===== src/verilog/pui_regs.vh =====
`ifndef PUI_REGS_VH
`define PUI_REGS_VH
// initialization phases
`define PUI_ST_RESET 3'h0
`define PUI_ST_PLL 3'h1
`define PUI_ST_LOAD 3'h2
`define PUI_ST_DONE 3'h3
`define PUI_ST_PARK 3'h4
// park hold time and derived cycles at 100 MHz
`define PUI_PARK_TIME_NS 40000
`define PUI_CLK_PERIOD_NS 10
`define PUI_PARK_CYCLES (`PUI_PARK_TIME_NS / `PUI_CLK_PERIOD_NS)
// default flash load length in words
`define PUI_LOAD_WORDS 16
`endif


===== src/verilog/pui_powerup_init.v =====
`include "pui_regs.vh"

module pui_powerup_init #(
	parameter LOAD_WORDS = `PUI_LOAD_WORDS,
	parameter PARK_CYCLES = `PUI_PARK_CYCLES
) (
	input wire clock,
	input wire reset,
	input wire pll_locked,
	input wire park_warning_low,
	input wire flash_word_valid,
	output reg pll_enable,
	output reg flash_load_busy,
	output reg init_done,
	output reg park_done,
	output reg host_attention,
	output reg host_attention_oe,
	output reg pins_active,
	output reg illum_select_0,
	output reg illum_select_0_oe,
	output reg illum_select_1,
	output reg illum_select_1_oe,
	output reg flash_serial_clock,
	output reg flash_serial_clock_oe,
	output reg flash_serial_out,
	output reg flash_serial_out_oe,
	output reg flash_select_0_low,
	output reg flash_select_0_low_oe
);
	localparam CW = 16;
	reg [2:0] state;
	reg [2:0] next_state;
	reg [CW-1:0] count;
	reg [CW-1:0] next_count;

	function last_count;
		input [CW-1:0] value;
		input [CW-1:0] limit;
		begin
			last_count = (value + 16'h0001 >= limit);
		end
	endfunction

	always @* begin
		next_state = state;
		next_count = count;
		case (state)
			`PUI_ST_RESET: begin
				next_state = `PUI_ST_PLL;
			end
			`PUI_ST_PLL: begin
				if (pll_locked) begin
					next_state = `PUI_ST_LOAD;
					next_count = 16'h0000;
				end
			end
			`PUI_ST_LOAD: begin
				if (flash_word_valid) begin
					next_count = count + 16'h0001;
					if (last_count(count, LOAD_WORDS[CW-1:0])) begin
						next_state = `PUI_ST_DONE;
					end
				end
			end
			`PUI_ST_DONE: begin
				if (!park_warning_low) begin
					next_state = `PUI_ST_PARK;
					next_count = 16'h0000;
				end
			end
			`PUI_ST_PARK: begin
				if (!last_count(count, PARK_CYCLES[CW-1:0])) begin
					next_count = count + 16'h0001;
				end
			end
			default: begin
				next_state = `PUI_ST_RESET;
			end
		endcase
	end

	reg next_host_attention;
	reg next_flash_load_busy;
	reg next_flash_select_0_low;
	reg next_init_done;
	reg next_park_done;

	// output levels for the phase being entered
	always @* begin
		next_host_attention = 1'b0;
		next_flash_load_busy = 1'b0;
		next_flash_select_0_low = 1'b1;
		next_init_done = 1'b0;
		next_park_done = 1'b0;
		case (next_state)
			`PUI_ST_RESET: begin
				next_host_attention = 1'b0;
			end
			`PUI_ST_PLL: begin
				next_host_attention = 1'b1;
			end
			`PUI_ST_LOAD: begin
				next_host_attention = 1'b1;
				next_flash_load_busy = 1'b1;
				next_flash_select_0_low = 1'b0;
			end
			`PUI_ST_DONE: begin
				next_init_done = 1'b1;
			end
			`PUI_ST_PARK: begin
				next_init_done = 1'b1;
				next_park_done = (state == `PUI_ST_PARK) && last_count(count, PARK_CYCLES[CW-1:0]);
			end
			default: begin
				next_host_attention = 1'b0;
			end
		endcase
	end

	// phase register and shared counter
	always @(posedge clock or posedge reset) begin
		if (reset) begin
			state <= `PUI_ST_RESET;
			count <= 16'h0000;
		end else begin
			state <= next_state;
			count <= next_count;
		end
	end

	// pins go active on the first edge after release
	always @(posedge clock or posedge reset) begin
		if (reset) begin
			pins_active <= 1'b0;
		end else begin
			pins_active <= 1'b1;
		end
	end

	// pin drivers, high impedance while in reset
	always @(posedge clock or posedge reset) begin
		if (reset) begin
			host_attention_oe <= 1'b0;
			illum_select_0_oe <= 1'b0;
			illum_select_1_oe <= 1'b0;
			flash_serial_clock_oe <= 1'b0;
			flash_serial_out_oe <= 1'b0;
			flash_select_0_low_oe <= 1'b0;
		end else begin
			host_attention_oe <= 1'b1;
			illum_select_0_oe <= 1'b1;
			illum_select_1_oe <= 1'b1;
			flash_serial_clock_oe <= 1'b1;
			flash_serial_out_oe <= 1'b1;
			flash_select_0_low_oe <= 1'b1;
		end
	end

	// illumination selects idle low
	always @(posedge clock or posedge reset) begin
		if (reset) begin
			illum_select_0 <= 1'b0;
			illum_select_1 <= 1'b0;
		end else begin
			illum_select_0 <= 1'b0;
			illum_select_1 <= 1'b0;
		end
	end

	// flash clock and data idle low, select follows load
	always @(posedge clock or posedge reset) begin
		if (reset) begin
			flash_serial_clock <= 1'b0;
			flash_serial_out <= 1'b0;
			flash_select_0_low <= 1'b1;
		end else begin
			flash_serial_clock <= 1'b0;
			flash_serial_out <= 1'b0;
			flash_select_0_low <= next_flash_select_0_low;
		end
	end

	// attention line to the host
	always @(posedge clock or posedge reset) begin
		if (reset) begin
			host_attention <= 1'b0;
		end else begin
			host_attention <= next_host_attention;
		end
	end

	// pll runs from release on
	always @(posedge clock or posedge reset) begin
		if (reset) begin
			pll_enable <= 1'b0;
		end else begin
			pll_enable <= 1'b1;
		end
	end

	// progress and status flags
	always @(posedge clock or posedge reset) begin
		if (reset) begin
			flash_load_busy <= 1'b0;
			init_done <= 1'b0;
			park_done <= 1'b0;
		end else begin
			flash_load_busy <= next_flash_load_busy;
			init_done <= next_init_done;
			park_done <= next_park_done;
		end
	end
endmodule


===== config.mk =====
export PLATFORM = sky130hd
export DESIGN_NAME = pui_powerup_init
export DESIGN_NICKNAME = d
export VERILOG_FILES = /design/src/verilog/pui_powerup_init.v
export VERILOG_INCLUDE_DIRS = /design/src /design/src/verilog
export SDC_FILE = /design/constraint.sdc
export NUM_CORES = 1
export LEC_CHECK = 0
export BUFFER_PORTS_ARGS = -buffer_cell sky130_fd_sc_hd__buf_2
export CAP_MARGIN = 20
export CORE_UTILIZATION = 50
export DETAILED_ROUTE_END_ITERATION = 16
export PLACE_DENSITY = 0.71
export SETUP_SLACK_MARGIN = 0.15
export SLEW_MARGIN = 20
export SYNTH_ARGS = -nofsm -noshare
export SYNTH_HDL_FRONTEND = slang
export SYNTH_SLANG_ARGS = --single-unit

===== constraint.sdc =====
create_clock -name clock -period 3.4 [get_ports clock]
set_input_delay 0.34 -clock clock [delete_from_list [all_inputs] [get_ports clock]]
set_output_delay 0.34 -clock clock [all_outputs]
set_load 0.02 [all_outputs]

* Word-level counts from Yosys, hierarchy flattened *
Index checks and enable logic that the tools add are counted.

word-level totals
  bits in registers = 25
  output and inout bits = 17
  input bits = 5
  word-level logic and storage cells = 44

cells by class
  eq/ne operators = 12
  reductions and logical operators = 6
  add/subtract/negate cells = 1
  multiplexer cells = 15
  order comparisons = 2

operator list
  kind                                                                                    number
  16-bit two-way mux                                                                      4
  16-bit case mux with 4 select lines                                                     1
  16-bit by 1-bit adder with 16-bit output (second input constant)                        1
  16-bit by 12-bit greater-or-equal comparator with 1-bit output (second input constant)  1
  16-bit by 5-bit greater-or-equal comparator with 1-bit output (second input constant)   1
  3-bit case mux with 5 select lines                                                      1
  3-bit by 2-bit == test with 1-bit output (second input constant)                        4
  3-bit two-way mux                                                                       4
  2-bit != test (second input constant)                                                   4
  3-bit by 1-bit == test with 1-bit output (second input constant)                        2
  3-bit == test (second input constant)                                                   2
  1-bit two-way mux                                                                       5
  5-bit AND reduction                                                                     1
  4-bit nonzero test                                                                      1
  2-bit OR reduction                                                                      2
  3-bit zero test                                                                         1
  1-bit logical AND                                                                       1

* Logic depth before layout (Yosys ltp) *
Gate-level depths: netlist (run 1).

  word-level depth = 8
  mapped depth = 10
  depth with buffers taken out = 8

* Least setup slack after synthesis (run 1) *
Ideal clock, no wire load.

  path type = register to register
  start point = register count[1]
  end point = register host_attention
  buffers on the path = 1
  setup time = 74 ps
  slack = 881 ps
  period minus slack after synthesis = 2,519 ps
  data required time = 3,326 ps
  data arrival time = 2,445 ps
  cell stages (with the launch flop) = 10
  cell sequence = dfrtp_1 -> ha_1 -> buf_4 -> nand3_1 -> or4_4 -> nor3_1 -> o21ai_1 -> or4_1 -> a21o_1 -> a21oi_2

between the ends
  word-level cells in the longest chain between the ends = 8
  elaborated cells between the ends (all ways) = 9
  those cells by class = 1 x add/sub; 1 x order compare; 2 x eq/ne; 4 x mux; 1 x reduce/logical

ends and longest elaborated chain
  element                                                                                               RTL line                RTL
  start: declaration                                                                                    pui_powerup_init.v:33   reg [CW-1:0] count;
  start signal: assignment                                                                              pui_powerup_init.v:127  count <= next_count;
  16-bit by 1-bit adder with 16-bit output (*)                                                          pui_powerup_init.v:40   last_count = (value + 16'h0001 >= limit);
  16-bit by 5-bit greater-or-equal comparator with 1-bit output (*)                                     pui_powerup_init.v:40
  3-bit two-way mux (*)                                                                                 pui_powerup_init.v:60   if (last_count(count, LOAD_WORDS[CW-1:0])) begin
  3-bit two-way mux (*)                                                                                 pui_powerup_init.v:58   if (flash_word_valid) begin
  3-bit case mux with 5 select lines (*)                                                                pui_powerup_init.v:47   case (state)
  3-bit by 2-bit == test with 1-bit output or 3-bit by 1-bit == test with 1-bit output (tied branches)  pui_powerup_init.v:95   case (next_state)
  2-bit OR reduction (no line) (*)                                                                      n/a
  1-bit two-way mux (*)                                                                                 pui_powerup_init.v:95
  net next_host_attention                                                                               pui_powerup_init.v:82   reg next_host_attention;
  end signal: assignment                                                                                pui_powerup_init.v:188  host_attention <= next_host_attention;
  end: declaration                                                                                      pui_powerup_init.v:16   output reg host_attention,

The timed path passes the listed nets; every way through them passes the cells marked *.
A chain may end at the register's enable or synchronous reset.

* Worst setup path after layout (run 1) *
  start point = register count[0]
  end point = register count[6]

between the ends
  word-level cells in the longest chain between the ends = 4
  elaborated cells between the ends (all ways) = 7
  those cells by class = 1 x add/sub; 1 x order compare; 1 x eq/ne; 3 x mux; 1 x reduce/logical

ends and longest elaborated chain
  element                                                         RTL line
  16-bit by 1-bit adder with 16-bit output (*)                    pui_powerup_init.v:40, pui_powerup_init.v:59, pui_powerup_init.v:73
  16-bit by 12-bit greater-or-equal comparator with 1-bit output  pui_powerup_init.v:40
  2-bit != test (no line)                                         n/a
  5-bit AND reduction (no line)                                   n/a

Mark *: on every way between the ends. The rest lies on a longest branch, timed or not. The select of a mux whose other input is x is not followed.

==> results of run 1 <==
## final cells by class
class | instances | area [um2] | share of cell area [%]
multi-input cells | 154 | 908 | 51.1
flip-flops and latches | 25 | 627 | 35.3
repair buffers | 21 | 138 | 7.75
well taps | 44 | 55.1 | 3.10
clock buffers | 3 | 22.5 | 1.27
inverters | 5 | 18.8 | 1.06
clock inverters | 1 | 7.51 | 0.423
## routing by layer
layer	track usage, %	up-vias	wire (um)
li1	-	743	-
met1	30.4	730	1690
met2	38.8	44	1860
met3	4.90	4	150
met4	8.64	0	36
met5	0	-	0
## cells by family after synthesis
logic type      after synthesis  synth area share, %
simple gates                 79                 25.3
compound gates               66                 24.4
buf+inv                      32                 10.8
flops                        25                 36.8
other cells                   2                0.441
xor+xnor                      2                 1.03
fa+ha+maj                     1                0.734
mux                           1                0.587
## per-stage QoR
step	setup slack (ns)	util, %	area [um2]
final	0.428	56.3	1780
after global routing	0.281	56.3	1780
after CTS	0.427	55.2	1740
after detailed placement	0.0913	54.1	1710
after global placement	0.303	54.1	1710
after floorplan	0.881	-	1720
## worst min-delay path by stage
| stage | cells after the start | startpoint | end |
|---|---|---|---|
| final | 3 | flash_word_valid | host_attention |
| after global routing | 3 | flash_word_valid | host_attention |
| after CTS | 2 | reset | count[1] |
| after detailed placement | 2 | count[15] | count[15] |
| after global placement | 2 | count[15] | count[15] |
| after floorplan | 1 | reset | count[0] |
## state kept, by name, summed over array words and instances, names as in the netlist
register	count
count	16
flash_load_busy	1
flash_select_0_low	1
flash_select_0_low_oe	1
host_attention	1
init_done	1
park_done	1
state	3
## cells in the final DEF (no fill, tap or decap), types with 3 or more instances in the layout
master                      n
sky130_fd_sc_hd__nor2_1    16
sky130_fd_sc_hd__buf_2     17
sky130_fd_sc_hd__conb_1     5
sky130_fd_sc_hd__clkbuf_4   3
sky130_fd_sc_hd__dfrtp_1   24
sky130_fd_sc_hd__inv_1      5
sky130_fd_sc_hd__o31ai_1   13
sky130_fd_sc_hd__nand2_1   17
sky130_fd_sc_hd__nor2b_1    3
sky130_fd_sc_hd__nand3_1   10
sky130_fd_sc_hd__a21oi_1   12
sky130_fd_sc_hd__a31oi_1    8
sky130_fd_sc_hd__nand4_1    5
sky130_fd_sc_hd__o21ai_0   16
sky130_fd_sc_hd__and3_1     5
sky130_fd_sc_hd__nand2b_1   5
## power by group
part	switching (mW)	internal (mW)
sequential	0.0688	0.348
combinational	0.245	0.141
clock	0.0957	0.0451
## critical path, cell delays in order, from the launching register on
cell and delay, ns:
sky130_fd_sc_hd__dfrtp_1 0.45, sky130_fd_sc_hd__ha_1 0.37, sky130_fd_sc_hd__nand3_1 0.29, sky130_fd_sc_hd__or4_4 0.51, sky130_fd_sc_hd__nor3_1 0.25, sky130_fd_sc_hd__o21ai_1 0.11, sky130_fd_sc_hd__nor3b_1 0.31, sky130_fd_sc_hd__a21oi_2 0.20
sky130_fd_sc_hd__o41ai_1 0.36
## what timing repair did
action / CTS / global route
endpoints found under the setup margin: 6 / 0
hold endpoints to repair: 0 / 7
gates resized for setup: 1 / 0
hold buffers: 0 / 1
==> results.md, run 1 <==
- The growth of design area from synthesis to finish is 4.26%.
- Across the VDD grid, the largest voltage drop is 0.303 mV.
- The CTS tree is done.
- The area enclosed by the die boundary is 3650 um2.
- The final weighted congestion of routability-driven global placement is 0.902.
- The run finished with clean final reports.
- Counting flops with a built-in enable in the synthesized netlist gives 0.
- The layout has 301 filler cells.
- The path class of the tightest hold or removal check is in -> reg.
- The number of slew-limit violations in the final report is 0.
- In the final routed layout, each cell accounts on average for 14.8 um.
- The number of levels in the clock H-tree is 1.
- Headroom to the max-slew limit came out at 52.4%.
- The critical path startpoint category is a flop.
- The number of buffers created by CTS is 3.
- The clock latency on the worst-skew pair is 0.33 ns.
- The cell count of the worst reg-to-reg path is 8.
- The worst hold margin is 0.284 ns.
- Summing internal, switching and leakage power gives 0.944 mW.
- For the worst setup path, the data required time is 3.61 ns.
- The via count of the first global-routing pass was 1320.
- The core area is 3150 um2.
- The final antenna diode count is 0.
- The share of synthesized flip-flops with an asynchronous set or reset is 100%.
- By area the synthesized netlist is led by sky130_fd_sc_hd__dfrtp_1, sky130_fd_sc_hd__buf_4, sky130_fd_sc_hd__o31ai_1, sky130_fd_sc_hd__o21ai_0, sky130_fd_sc_hd__a21oi_1.
- The routed layout has 1521 vias.
- The mean area per synthesized cell is 8.19 um2.
- The number of failing hold endpoints at the final stage is 0.
- The clock-pin slew on the worst setup and hold paths is 0.14 ns.
- The net total in the final layout is 216.
- The die outline height is 60.4 um.
- Setup slack on the worst reg-to-reg path comes out at 0.43 ns.
- The endpoint identified for the worst register-to-register timing path is count[6].
- STA classifies the critical path endpoint as a flop.
- The starting density of the core is 54.0%.
- Dividing the final minimum period by the clock period gives 87.4%.
- The top cell type by area accounts for 35.2% of the synthesized area.
- The power per cell area is 531 nW/um2.
- The clock arrives with 0.00177 ns of skew.
- The worst register-to-register path begins at count[0].
- The first-pass iteration count of the detailed router is 4.
- Setup repair after global routing left no endpoint under its margin.
- The cell count after synthesis came out at 208.
- The most common cell in the synthesized netlist is sky130_fd_sc_hd__dfrtp_1.
- The number of buffers inserted by post-CTS setup repair is 0.
- The wire-length estimate of the detail-placed layout is 2700 um.
- The first routing iteration left 62 violations.
- Along the worst path, the maximum fanout reaches 14.
- The biggest area consumer among synthesized cells is sky130_fd_sc_hd__dfrtp_1.
- The path type of the worst setup path is reg -> reg.
- For this run, design rule violations remaining after detail routing come to 0.
- The launching element of the worst setup path is count[0].
- The flip-flop and latch count after synthesis is 25.
- Cells with a size suffix above 1 make up 14.4% of the layout.
- The placement row count is 20.
- At the pin with the least slew margin, the transition time is 0.714 ns.
- The max-capacitance violation count is 0.
- The number of warnings issued by yosys is 0.
- The overall track demand over capacity in global routing is 23.5%.
- The global-route congestion overflow total is 0.
- The first-pass GRT wire length is 6330 um.
- The static leakage power is 0.742 nW.
- The buffer cell driving the clock tree root is sky130_fd_sc_hd__clkbuf_4.
- Buffers placed on the I/O ports in this run total 17.
- The final wirelength is 3740 um.
- Dividing the detail-routed via count by the number of cells gives 6.01.
- The number of setup violations in the final report is 0.
- The portion of the post-synthesis area used by sequential elements is 36.8%.
- The die boundary width is 60.4 um.
- For this run, the top clock speed supported by timing is 336 MHz.
- The count of cells in the finished layout, fillers not included, comes to 253.
- The cell area that synthesis handed to floorplanning was 1700 um2.
- After synthesis, the netlist uses 47 different library cells.
- In this run the worst setup path terminates at count[6].
- After layout, the minimum clock period comes to 2.97 ns.
- The cell count after placement is 247.
- Once detail routing completed, the nets flagged for antenna violations numbered 0.
- Setup total negative slack on the finished layout was measured at 0 ns.
- The pin count of the biggest net entering global routing is 26.
- For this design, the sink count on the clock tree is 25.
- Sorting the synthesized cells by how often they occur yields sky130_fd_sc_hd__dfrtp_1, sky130_fd_sc_hd__nand2_1, sky130_fd_sc_hd__buf_4, sky130_fd_sc_hd__nor2_1, sky130_fd_sc_hd__o21ai_0.
- 22 I/O pins were placed.
- The deepest clock path buffer count is 2.
- The most instantiated flip-flop cell in the synthesis netlist is sky130_fd_sc_hd__dfrtp_1.
- At the worst endpoint, the arrival time is 3.18 ns.
- The number of antenna violations at the first check in global routing is 0.
Power figures use the tool's default switching activity.
==> run 2: changes to the inputs <==
--- a/config.mk
+++ b/config.mk
@@ -9,6 +9,7 @@
 export BUFFER_PORTS_ARGS = -buffer_cell sky130_fd_sc_hd__buf_2
 export CAP_MARGIN = 20
 export CORE_UTILIZATION = 50
+export CTS_BUF_LIST = sky130_fd_sc_hd__clkbuf_8
 export DETAILED_ROUTE_END_ITERATION = 16
 export PLACE_DENSITY = 0.71
 export SETUP_SLACK_MARGIN = 0.15
==> results.md, run 2 (synthesized netlist as in run 1, its figures left out) <==
- The flow ran to the end, and the final reports show no timing, DRC or antenna violations.
- The clock sink count is 25 (unchanged).
- The total chip power is 0.979 mW (+3.8%).
- The critical path startpoint category is a flop.
- The hold buffer count at CTS was 0 (unchanged).
- The slew at the pin closest to its max-slew limit is 0.706 ns (-0.00724 ns).
- The area enclosed by the die boundary came to 3650 um2 (unchanged).
- The remaining antenna violation count after routing was 0 (unchanged).
- The worst setup path is captured at a flop.
- The placement row count is 20 (unchanged).
- The largest fanout on the critical path came to 14 (unchanged).
- The area of placed instances was 1710 um2 (unchanged).
- The number of slew-limit violations in the final report is 0 (unchanged).
- The top cell types in the final layout, fill and taps aside, are sky130_fd_sc_hd__dfrtp_1, sky130_fd_sc_hd__nand2_1, sky130_fd_sc_hd__buf_2, sky130_fd_sc_hd__nor2_1, sky130_fd_sc_hd__o21ai_0.
- The shortest period the worst path allows is 2.96 ns (-0.0154 ns).
- Grouping stages by cell kind, the critical path spends the most delay in simple AND/OR/NAND/NOR gates.
- The power spent charging and discharging nets is 0.408 mW (-0.34%).
- The detailed router's first-iteration violation count is 79 (+27%).
- The final sum of negative setup slack was 0 ns (unchanged).
- Leaving out fill and tap cells, the most frequent cell in the layout is sky130_fd_sc_hd__dfrtp_1.
- The detail-routed net length per standard cell is 15.0 um (+1.3%).
- The first-pass iteration count of the detailed router was 4 (unchanged).
- The worst hold margin is 0.0361 ns (-0.248 ns).
- The sequential share of power is 42.6% (-1.6 points).
- Relative to the synthesized area, the layout overhead comes to 4.77%.
- The deepest clock path buffer count came to 2 (unchanged).
- The upper clock frequency limit is 338 MHz (+0.52%).
- The ratio of routed vias to standard cells is 6.02 (+0.13%).
- The static leakage power came to 0.746 nW (+0.48%).
- On the critical path, the stage with the largest delay is an instance of sky130_fd_sc_hd__or4_4.
- The clock-pin slew on the worst setup and hold paths is 0.09 ns (-0.05 ns).
- Setup repair after global routing left no endpoint under its margin.
- The CTS tree is done.
- The total via count in the routed design is 1517 (-0.26%).
- The via count of the first global-routing pass came to 1319 (-0.076%).
- The critical path data arrival time is 3.10 ns (-0.08 ns).
- The number of antenna violations at the first check in global routing is 0 (unchanged).
- The core area is 3150 um2 (unchanged).
- The part of the power in the clock network is 18.3% (+3.4 points).
- The part of the total power dissipated in combinational logic is 39.1% (-1.8 points).
- The register with the most flip-flops in the final layout is count.
- The final antenna diode count was 0 (unchanged).
- The overall track demand over capacity in global routing is 23.6% (+0.14 points).
- The switching share of power was 41.6% (-1.7 points).
- The placed wire-length estimate was 2700 um (unchanged).
- The die boundary width is 60.4 um (unchanged).
- The number of buffers created by CTS is 3 (unchanged).
- The internal power contribution was 0.572 mW (+7.0%).
- The global-route congestion overflow total was 0 (unchanged).
- The number of levels in the clock H-tree is 1 (unchanged).
- The cell count of the worst reg-to-reg path is 8 (unchanged).
- The number of failing hold endpoints at the final stage is 0 (unchanged).
- The starting density of the core is 54.0% (unchanged).
- The buffer and inverter count on the worst path was 0 (unchanged).
- The power per cell area was 549 nW/um2 (+3.3%).
- The top-level port count was 22 (unchanged).
- The final setup skew is 0.00297 ns (+0.00120 ns).
- The number of logic stages on the critical path including buffering is 8 (unchanged).
- The tightest min-delay check is of the in -> async type.
- The number of setup violations in the final report is 0 (unchanged).
- The signal on the critical path passes through ha_1, nand3_1, or4_4, nor3_1, o21ai_1, nor3b_1, a21oi_2, o41ai_1.
- The area of all placed cells without fillers came to 1790 um2 (+0.49%).
- The worst path required time is 3.54 ns (-0.07 ns).
- The share of post-route cells with drive strength above 1 came to 14.4% (+0.069 points).
- The die outline height was 60.4 um (unchanged).
- The number of buffers inserted by post-CTS setup repair is 0 (unchanged).
- The first-pass GRT wire length is 6400 um (+1.2%).
- The max-capacitance violation count is 0 (unchanged).
- The final wirelength is 3780 um (+0.88%).
- The tree is rooted in a sky130_fd_sc_hd__clkbuf_8.
- The flip-flop count of the largest register after layout is 16 (unchanged).
- The peak ir drop on the vdd network came to 0.301 mV (-0.65%).
- The worst slew margin relative to its limit is 52.9% (+0.48 points).
- The final routed DRC violation total is 0 (unchanged).
- The pin count of the biggest net entering global routing is 26 (unchanged).
- The final weighted congestion of routability-driven global placement is 0.902 (unchanged).
- In the final layout, the registers with the most flip-flops are count (16), state (3).
- The clock latency on the worst-skew pair was 0.27 ns (-0.06 ns).
- The net total in the final layout is 215 (-0.46%).
- The number of buffer cells added on primary ports came to 17 (unchanged).
- The largest stage delay on the critical path came to 0.50 ns (about the same).
- The path type of the worst setup path is reg -> reg.
- The post-route clock period utilization is 87.0% (-0.45 points).
run 2: path summary, 6_finish.rpt:
check	start	endpoint	slack [ns]
worst max-delay path	count[0]	count[6]	0.44
worst min-delay path	reset	state[0]	0.04
worst max register to register	count[0]	count[6]	0.44
worst min register to register	count[15]	count[15]	0.52
max in group asynchronous	reset	flash_select_0_low	2.87
min in group clock	flash_word_valid	host_attention	0.36
run 2: timing repair:
action,in CTS,in global routing
gates resized for setup,1,0
hold endpoints to repair,0,0
setup endpoints to repair,6,0
run 2: power groups by stage:
stage                     clock (mW)  sequential, mW  combinational (mW)
after CTS                      0.186           0.417               0.382
after floorplan                    0           0.401               0.302
after global routing           0.200           0.430               0.439
final                          0.179           0.417               0.383
after global placement             0           0.418               0.363
after detailed placement           0           0.422               0.377
run 2: area by class of cell:
cell class	count	area (um2)
multi-input combinational	154	908
inverter	5	18.8
fill	301	1370
clock buffer	3	41.3
sequential	25	627
timing repair buffer	20	128
tap	44	55.1
clock inverter	1	7.51
run 2: per-stage QoR:
step	util (%)	instances	setup WS [ns]
6_report	56.6	252	0.443
4_1_cts	55.8	251	0.437
2_1_floorplan	-	211	0.881
5_1_grt	56.6	252	0.291
3_3_place_gp	54.1	247	0.303
3_5_place_dp	54.1	247	0.0913
run 2: layer usage:
metal	GRT usage [%]	wire length, um	up-vias
li1	-	-	743
met1	30.9	1650	713
met2	40.5	1900	59
met3	3.84	198	2
met4	6.64	25	0
met5	0	0	-
run 2: worst register-to-register path, cell delays in order, from the launching register on:
cell                      delay [ns]
sky130_fd_sc_hd__dfrtp_1        0.43
sky130_fd_sc_hd__ha_1           0.37
sky130_fd_sc_hd__nand3_1        0.28
sky130_fd_sc_hd__or4_4          0.50
sky130_fd_sc_hd__nor3_1         0.26
sky130_fd_sc_hd__o21ai_1        0.11
sky130_fd_sc_hd__nor3b_1        0.31
sky130_fd_sc_hd__a21oi_2        0.20
sky130_fd_sc_hd__o41ai_1        0.37
